--- src/design/bsc_pkg.sv ---
package bsc_pkg;

    // ************************************************************
    // Timing
    // ************************************************************
    localparam int CLK_KHZ      = 40000;
    localparam int SPI_SLOW_KHZ = 4500;
    localparam int SPI_MID_KHZ  = 9000;
    localparam int SPI_FAST_KHZ = 18000;
    // Half periods round up so no rate is ever exceeded
    localparam logic [3:0] SPI_HALF_SLOW = 4'((CLK_KHZ + 2*SPI_SLOW_KHZ - 1) / (2*SPI_SLOW_KHZ));
    localparam logic [3:0] SPI_HALF_MID  = 4'((CLK_KHZ + 2*SPI_MID_KHZ - 1) / (2*SPI_MID_KHZ));
    localparam logic [3:0] SPI_HALF_FAST = 4'((CLK_KHZ + 2*SPI_FAST_KHZ - 1) / (2*SPI_FAST_KHZ));

    // ************************************************************
    // Flash boot load
    // ************************************************************
    localparam logic [7:0]  FLASH_READ_CMD = 8'h03;
    localparam int          FLASH_ADDR_W   = 24;   // 16 MB byte space
    localparam logic [15:0] BOOT_END_MARK  = 16'hffff;
    localparam int          REC_W          = 16;
    localparam int          POS_W          = 20;

    // ************************************************************
    // Two-wire slave and registers
    // ************************************************************
    localparam logic [7:0]  TW_ID_STRAP_LO   = 8'h90;
    localparam logic [7:0]  TW_ID_STRAP_HI   = 8'hba;
    localparam logic [15:0] REG_CLK_CTL      = 16'h0014;
    localparam logic [15:0] REG_BOOT_STAT    = 16'h0016;
    localparam int          CLK_CTL_BIAS_BIT = 14;
    localparam logic [15:0] CLK_CTL_RST      = 16'h4000;

    // Synchroniser lanes
    localparam int IN_MISO  = 0;
    localparam int IN_SCL   = 1;
    localparam int IN_SDA   = 2;
    localparam int IN_STRAP = 3;
    localparam int IN_FS    = 4;

    typedef enum logic [1:0] {B_CMD, B_DATA, B_DONE} bsc_boot_type;
    typedef enum logic [2:0] {T_IDLE, T_ADDR, T_WR, T_ACK, T_RD, T_RACK} bsc_tw_type;

    typedef struct packed {
        logic sclk;
        logic flash_data_out;
        logic cs_n;
        logic oe;
    } bsc_spi_type;

    typedef struct packed {
        logic        wr;
        logic [15:0] addr;
        logic [15:0] data;
    } bsc_cfg_type;

    typedef struct packed {
        logic [4:0]       sy1;
        logic [4:0]       sy2;
        logic [4:0]       prev;
        bsc_boot_type     boot;
        logic [3:0]       div;
        logic [5:0]       bitc;
        logic [31:0]      tx;
        logic [31:0]      rx;
        logic [REC_W-1:0] rec;
        bsc_spi_type      spi;
        bsc_cfg_type      cfg;
        logic [15:0]      clk_ctl;
        bsc_tw_type       tw;
        logic [3:0]       tw_bit;
        logic [7:0]       tw_sh;
        logic             tw_rw;
        logic [1:0]       tw_byte;
        logic [15:0]      tw_addr;
        logic [7:0]       tw_hi;
        logic             sda_oe;
        logic [POS_W-1:0] fpos;
        logic             falign;
    } bsc_state_type;

endpackage

--- src/design/bsc_top.sv ---
// How it works
// - Reset returns every interface to idle
// - Reset release starts the flash boot
// - Boot loads setup records from flash
// - Flash address is 24 bits, 16 MB
// - Flash pins undriven while reset held
// - Drive clock, data, select; sample returned data
// - Strap picks slave id 0x90 or 0xba
// - Host reaches registers; data line open-drain
// - Bias enable bit 14 at 0x0014, resets 1
// - Frame sync edge realigns timing; always sampled
// - Flash clock at most 4.5, 9 or 18 MHz
`timescale 1ns/10ps
`default_nettype none
module bsc_top import bsc_pkg::*; #(
    parameter logic [FLASH_ADDR_W-1:0] BOOT_BASE    = 24'h000000,
    parameter logic [REC_W-1:0]        BOOT_MAX_REC = 16'h0100,
    parameter logic [POS_W-1:0]        FRAME_LEN    = 20'h00400
) (
    input  wire logic             clk_i,                // 40 MHz
    input  wire logic             rst_i,                // Sync, active high
    input  wire logic [1:0]       spi_rate_i,           // 0 slow, 1 mid, else fast
    input  wire logic             flash_data_in_i,      // Flash return data pin
    output bsc_spi_type           spi_o,                // Flash pins and enable
    input  wire logic             host_serial_clk_i,    // Two-wire clock pin
    input  wire logic             host_serial_dat_i,    // Two-wire data pin
    output logic                  host_serial_dat_o,    // Always low, open drain
    output logic                  host_serial_dat_oe_o, // Pull data line low
    input  wire logic             bus_id_select_i,      // Id strap pin
    input  wire logic             frame_sync_i,         // Frame sync pin
    output bsc_cfg_type           cfg_o,                // Register write strobe
    output logic                  bias_en_o,            // Oscillator bias resistor
    output logic                  boot_done_o,          // Boot load finished
    output logic [POS_W-1:0]      frame_pos_o,          // Frame timing position
    output logic                  frame_align_o         // Realign pulse
);

    bsc_state_type q;
    bsc_state_type d;
    logic [3:0]    half;
    logic          tick;
    logic [31:0]   rxn;
    logic          scl;
    logic          sda;
    logic          rise;
    logic          fall;
    logic [7:0]    tw_id;
    logic [15:0]   rdv;
    logic [7:0]    nxt;

    // ************************************************************
    // Next state
    // ************************************************************
    // Flash clock half period from the rate select
    always_comb begin
        if (spi_rate_i == 2'h0) begin
            half = SPI_HALF_SLOW;
        end else if (spi_rate_i == 2'h1) begin
            half = SPI_HALF_MID;
        end else begin
            half = SPI_HALF_FAST;
        end
    end

    // One process for every part of the block
    always_comb begin
        d      = q;
        rxn    = '0;
        nxt    = '0;
        d.cfg.wr = 1'b0;
        d.sy1  = {frame_sync_i, bus_id_select_i, host_serial_dat_i, host_serial_clk_i,
                  flash_data_in_i};
        d.sy2  = q.sy1;
        d.prev = q.sy2;
        tick   = (q.div == 4'(half - 4'h1));
        scl    = q.sy2[IN_SCL];
        sda    = q.sy2[IN_SDA];
        rise   = scl && !q.prev[IN_SCL];
        fall   = !scl && q.prev[IN_SCL];
        tw_id  = q.sy2[IN_STRAP] ? TW_ID_STRAP_HI : TW_ID_STRAP_LO;
        if (q.tw_addr == REG_CLK_CTL) begin
            rdv = q.clk_ctl;
        end else if (q.tw_addr == REG_BOOT_STAT) begin
            rdv = {15'h0000, q.boot == B_DONE};
        end else begin
            rdv = 16'h0000;
        end

        // boot runs straight out of reset
        case (q.boot)
            B_CMD, B_DATA: begin
                d.spi.cs_n = 1'b0;
                d.spi.oe   = 1'b1;
                if (tick) begin
                    d.div      = 4'h0;
                    d.spi.sclk = !q.spi.sclk;
                    // Sample on the falling tick: the synchroniser lag keeps us after rise
                    if (q.spi.sclk) begin
                        rxn    = {q.rx[30:0], q.sy2[IN_MISO]};
                        d.rx   = rxn;
                        d.tx   = {q.tx[30:0], 1'b0};
                        d.bitc = 6'(q.bitc + 6'h01);
                        if (q.bitc == 6'd31) begin
                            d.bitc = 6'h00;
                            if (q.boot == B_CMD) begin
                                d.boot = B_DATA;
                            end else if (rxn[31:16] == BOOT_END_MARK) begin
                                d.boot = B_DONE;
                            end else begin
                                d.cfg = '{wr: 1'b1, addr: rxn[31:16], data: rxn[15:0]};
                                d.rec = REC_W'(q.rec + 1'b1);
                                if (rxn[31:16] == REG_CLK_CTL) begin
                                    d.clk_ctl = rxn[15:0];
                                end
                                if (q.rec == REC_W'(BOOT_MAX_REC - 1'b1)) begin
                                    d.boot = B_DONE;
                                end
                            end
                        end
                    end
                end else begin
                    d.div = 4'(q.div + 4'h1);
                end
            end
            default: begin
                d.spi.cs_n = 1'b1;
                d.spi.sclk = 1'b0;
            end
        endcase
        d.spi.flash_data_out = d.tx[31];

        if (scl && q.prev[IN_SCL] && !q.prev[IN_SDA] && sda) begin
            d.tw     = T_IDLE;
            d.sda_oe = 1'b0;
        end else if (scl && q.prev[IN_SCL] && q.prev[IN_SDA] && !sda) begin
            d.tw     = T_ADDR;
            d.tw_bit = 4'h0;
            d.sda_oe = 1'b0;
        end else begin
            case (q.tw)
                T_ADDR, T_WR: begin
                    if (rise && q.tw_bit != 4'h8) begin
                        d.tw_sh  = {q.tw_sh[6:0], sda};
                        d.tw_bit = 4'(q.tw_bit + 4'h1);
                    end else if (fall && q.tw_bit == 4'h8) begin
                        d.tw     = T_ACK;
                        d.sda_oe = 1'b1;
                        if (q.tw == T_ADDR) begin
                            // Busy during boot: the host sees no acknowledge
                            if (q.tw_sh[7:1] == tw_id[7:1] && q.boot == B_DONE) begin
                                d.tw_rw   = q.tw_sh[0];
                                d.tw_byte = q.tw_sh[0] ? 2'h2 : 2'h0;
                            end else begin
                                d.tw     = T_IDLE;
                                d.sda_oe = 1'b0;
                            end
                        end else if (q.tw_byte == 2'h0) begin
                            d.tw_addr[15:8] = q.tw_sh;
                            d.tw_byte       = 2'h1;
                        end else if (q.tw_byte == 2'h1) begin
                            d.tw_addr[7:0] = q.tw_sh;
                            d.tw_byte      = 2'h2;
                        end else if (q.tw_byte == 2'h2) begin
                            d.tw_hi   = q.tw_sh;
                            d.tw_byte = 2'h3;
                        end else begin
                            d.cfg     = '{wr: 1'b1, addr: q.tw_addr, data: {q.tw_hi, q.tw_sh}};
                            d.tw_addr = 16'(q.tw_addr + 16'h0002);
                            d.tw_byte = 2'h2;
                            if (q.tw_addr == REG_CLK_CTL) begin
                                d.clk_ctl = {q.tw_hi, q.tw_sh};
                            end
                        end
                    end
                end
                T_ACK: begin
                    if (fall) begin
                        d.tw_bit = 4'h0;
                        d.sda_oe = 1'b0;
                        d.tw     = T_WR;
                        if (q.tw_rw) begin
                            nxt     = (q.tw_byte == 2'h2) ? rdv[15:8] : rdv[7:0];
                            d.tw_sh = nxt;
                            d.tw    = T_RD;
                            d.sda_oe = !nxt[7];
                            d.tw_byte = (q.tw_byte == 2'h2) ? 2'h3 : 2'h2;
                            if (q.tw_byte != 2'h2) begin
                                d.tw_addr = 16'(q.tw_addr + 16'h0002);
                            end
                        end
                    end
                end
                T_RD: begin
                    if (fall) begin
                        d.tw_bit = 4'(q.tw_bit + 4'h1);
                        d.tw_sh  = {q.tw_sh[6:0], 1'b0};
                        d.sda_oe = !q.tw_sh[6];
                        if (q.tw_bit == 4'h7) begin
                            d.sda_oe = 1'b0;
                            d.tw     = T_RACK;
                        end
                    end
                end
                T_RACK: begin
                    // Host acknowledge asks for the next byte
                    if (rise) begin
                        d.tw = sda ? T_IDLE : T_ACK;
                    end
                end
                default: begin
                    d.sda_oe = 1'b0;
                end
            endcase
        end

        if (q.sy2[IN_FS] && !q.prev[IN_FS]) begin
            d.fpos   = '0;
            d.falign = 1'b1;
        end else begin
            d.fpos   = (q.fpos == POS_W'(FRAME_LEN - 1'b1)) ? '0 : POS_W'(q.fpos + 1'b1);
            d.falign = 1'b0;
        end
    end

    // ************************************************************
    // State register
    // ************************************************************
    // reset idles all interfaces; flash pins released
    always_ff @(posedge clk_i) begin
        if (rst_i) begin
            q          <= '0;
            q.spi.cs_n <= 1'b1;
            q.clk_ctl  <= CLK_CTL_RST;
            q.tx       <= {FLASH_READ_CMD, BOOT_BASE};
        end else begin
            q <= d;
        end
    end

    assign spi_o                = q.spi;
    assign cfg_o                = q.cfg;
    assign host_serial_dat_o    = 1'b0;
    assign host_serial_dat_oe_o = q.sda_oe;
    assign bias_en_o            = q.clk_ctl[CLK_CTL_BIAS_BIT];
    assign boot_done_o          = (q.boot == B_DONE);
    assign frame_pos_o          = q.fpos;
    assign frame_align_o        = q.falign;

    logic [3:0] run_q;
    always_ff @(posedge clk_i) begin
        if (rst_i || q.spi.sclk != d.spi.sclk) begin
            run_q <= 4'h0;
        end else begin
            run_q <= 4'(run_q + 4'h1);
        end
    end
endmodule
`default_nettype wire

--- config.mk ---
export PLATFORM = sky130hd
export DESIGN_NAME = bsc_top
export DESIGN_NICKNAME = d
export VERILOG_FILES = /design/src/design/bsc_pkg.sv /design/src/design/bsc_top.sv
export SDC_FILE = /design/constraint.sdc
export NUM_CORES = 1
export LEC_CHECK = 0
export BUFFER_PORTS_ARGS = -buffer_cell sky130_fd_sc_hd__buf_2
export CAP_MARGIN = 20
export CORE_UTILIZATION = 55
export CTS_CLUSTER_SIZE = 20
export DETAILED_ROUTE_END_ITERATION = 8
export HOLD_SLACK_MARGIN = 0.15
export PLACE_DENSITY = 0.8
export SETUP_SLACK_MARGIN = 0.4
export SYNTH_ARGS = -nofsm -noshare
export SYNTH_HDL_FRONTEND = slang
export SYNTH_SLANG_ARGS = --single-unit
export TNS_END_PERCENT = 50
--- constraint.sdc ---
create_clock -name clk_i -period 2.1 [get_ports clk_i]
set_input_delay 0.21 -clock clk_i [delete_from_list [all_inputs] [get_ports clk_i]]
set_output_delay 0.21 -clock clk_i [all_outputs]
set_load 0.02 [all_outputs]
==> results.json <==
{
  "status": "finished, violations left",
  "violations": "negative setup slack",
  "clock-sinks": 196,
  "yosys-top-cells-area": "dfxtp_1, nand2_1, mux2i_1, a21oi_1, buf_4",
  "fmax_mhz": 423,
  "drcViolationCount": 0,
  "path_cells": "buf_4 -> nand2b_1 -> buf_4 -> nor4_4 -> nand3_4 -> buf_12 -> a211oi_1",
  "critical_path_class": "reg2reg",
  "syn_to_final_growth_pct": 39.2,
  "cp-end-kind": "flip-flop",
  "post-dp-hpwl_mm": 16.6,
  "power_density_mw_per_mm2": 576,
  "cp.required_ps": 2420,
  "reg2reg_slack_ps": -260,
  "insertion_delay_ps": 450,
  "final_area_mm2": 0.0133,
  "grt_pass1_vias": 9135,
  "multi_input_area_mm2": 0.00599,
  "drt_iter0_markers": 1572,
  "portBuffers": 69,
  "start_kind": "flip-flop",
  "cts_tree": "built",
  "drt_pass1_iterations": 8,
  "fin_ws_ps": -265,
  "synth_seq_cells": 196,
  "crit_arrival_ps": 2690,
  "async_reset_ff_share_pct": 0,
  "synth_edf_count": 0,
  "grt_pass1_wl_mm": 48.4,
  "worst-path-stages": 7,
  "r2r_cells": 7,
  "core_area_mm2": 0.0168,
  "ir_drop_mv": 0.654,
  "ys_seq_area_share_pct": 41.1,
  "grt_max_degree": 78,
  "n_antenna_cell": 0,
  "vias": 10600,
  "timing.slew.headroom_pct": 48.0,
  "synth_top_area_share_pct": 41.1,
  "r2r-end": "cfg_o[31]",
  "ff_latch_area_mm2": 0.00395,
  "wl_mm": 39.0,
  "final_hold_viol_count": 0,
  "synth_top_cell_by_area": "dfxtp_1",
  "final.period_utilization_pct": 113,
  "antenna_found_initial": 0,
  "clockRootBuffer": "clkbuf_16",
  "fillCellCount": 877,
  "slew_viol_final": 0,
  "cap_violations": 0,
  "fp.dieH_um": 134,
  "syn_nets": 1160,
  "finalSetupViolCount": 124,
  "grt.total_usage_pct": 34.3,
  "ioPinCount": 71,
  "rows": 47,
  "avgSynthCellArea_um2": 8.34,
  "start_util_pct": 56.9,
  "synth.cell_area_mm2": 0.00954,
  "pre_cts_ws_ps": -116,
  "grt_overflow": 0,
  "slowest_stage": "dfxtp_2",
  "worstMarginPinSlew_ps": 772,
  "synth-main-ff-cell": "dfxtp_1",
  "critPathCapture": "cfg_o[31]",
  "clk_pin_slew_ps": 80,
  "cpMostUsedCell": "buf_4",
  "yosysUniqueCellTypes": 69,
  "finClkSkew_ps": 10.4,
  "yosys_warnings": 0,
  "dieWidth_um": 134,
  "reg2reg_from": "q[62]",
  "fin_setup_tns_ps": -11900,
  "rsz0062_at_grt": "true",
  "htreeDepth": 4,
  "wl_per_cell_um": 25.6,
  "cts.path.max_buffers": 2,
  "min_period_ps": 2360,
  "placed_area_mm2": 0.0104,
  "drive_above_1_share_pct": 40.5,
  "p_leak_nw": 5.30,
  "crit_buf_inv": 3,
  "fin_nets": 1309,
  "cp_top_family": "simple AND/OR/NAND/NOR gates",
  "vias_per_cell": 6.92,
  "startpoint": "q[62]",
  "numCtsBuffers": 17,
  "cpPeakStageDelay_ps": 480,
  "die-area_mm2": 0.0179,
  "gp_congestion": 0.938,
  "hp-class": "in2reg",
  "ant_nets": 0,
  "cp_max_fo": 11,
  "syn_inst": 1144
}
Yosys cell counts (all sizes together) (9+ instances only):
cell and number:
nor2b 18, nand4 22, buf 77, dfxtp 196, nand2 142, or3 13, mux2i 52, nor2 122
nand3 28, a211oi 47, o21ai 41, nor3 15, inv 19, clkbuf 56, nor4 21, xnor2 19
nand2b 9, xor2 21, and3 14, a21oi 103
cell type report:
type,instances,area share (%)
well taps,220,2.07
flip-flops and latches,196,29.8
repair buffers,261,17.9
clock inverters,13,1.26
clock buffers,19,3.34
multi-input cells,798,45.1
inverters,19,0.556
metrics by stage:
stage | hold WS (ps) | std cells | util [%] | power, W
3_3_place_gp | 422 | 1404 | 62.1 | 0.00410
3_5_place_dp | 422 | 1404 | 62.1 | 0.00411
6_report | 254 | 1526 | 79.2 | 0.00765
5_1_grt | 262 | 1526 | 79.2 | 0.00778
2_1_floorplan | 338 | 1144 | - | 0.00404
4_1_cts | 240 | 1500 | 73.5 | 0.00746
cell families (layout without fill, tap and decap cells):
logic type / Yosys count / count (layout) / synth area share (%)
AND/OR/NAND/NOR: 447 / 447 / 22.9
AO/OA/AOI/OAI: 241 / 243 / 16.2
flip-flops: 196 / 196 / 41.1
buffers and inverters: 152 / 312 / 8.72
multiplexers: 60 / 60 / 6.40
XOR/XNOR: 40 / 40 / 3.67
adder cells (fa/ha/maj): 7 / 7 / 0.918
other: 1 / 1 / 0.0393
state kept, by name, indices dropped and copies added (netlist names):
register / flops
q: 127
frame_pos_o: 20
host_serial_dat_oe_o: 1
d: 10
cfg_o: 33
bias_en_o: 1
spi_o: 3
frame_align_o: 1
worst register-to-register path: cells and delay by family, from the launching register on:
| family | cells | cell delay, ps |
|---|---|---|
| simple gates | 3 | 790 |
| buf+inv | 3 | 640 |
| flops | 1 | 480 |
| compound gates | 1 | 350 |
report_power, final:
part	total, W	switching, W	internal [W]	leakage, nW
clock network	0.00348	0.00165	0.00183	0.292
registers	0.00378	0.0000371	0.00375	1.59
logic	0.000385	0.000231	0.000154	3.41
cell usage in the layout (no fill, tap or decap), types with 25 or more instances in the layout:
| cell | netlist | routed |
|---|---|---|
| a211oi_2 | 1 | 28 |
| a21oi_1 | 103 | 73 |
| a21oi_2 | 0 | 28 |
| buf_2 | 5 | 68 |
| buf_4 | 61 | 127 |
| buf_6 | 2 | 31 |
| dfxtp_1 | 196 | 177 |
| mux2i_1 | 52 | 38 |
| nand2_1 | 140 | 111 |
| nand3_1 | 28 | 25 |
| nor2_1 | 122 | 99 |
metal layers:
| metal | share of wire, % | track usage (%) |
|---|---|---|
| met3 | 12 | 7.53 |
| met4 | 8.7 | 18.0 |
| met2 | 44 | 57.0 |
| met1 | 35 | 41.6 |
| met5 | 0 | 0 |
how the worst min path moves through the flow:
stage / startpoint / cells after the start / to / slack (ps)
finish: rst_i / 2 / d[218] / 250
detailed placement: host_serial_dat_i / 2 / d[216] / 420
CTS: rst_i / 2 / q[211] / 240
floorplan: flash_data_in_i / 1 / d[214] / 340
global route: rst_i / 2 / d[213] / 260
global placement: frame_sync_i / 2 / d[218] / 420
what timing repair did:
| action | in CTS | in global routing |
|---|---|---|
| endpoints found under the hold margin | 5 | 0 |
| hold buffers | 5 | 0 |
| resized for setup | 136 | 171 |
| setup buffers | 46 | 23 |
| cloned | 13 | 3 |
| pin swaps | 53 | 85 |
| setup endpoints to repair | 174 | 176 |
No activity file was read; power rests on OpenSTA's default activity.
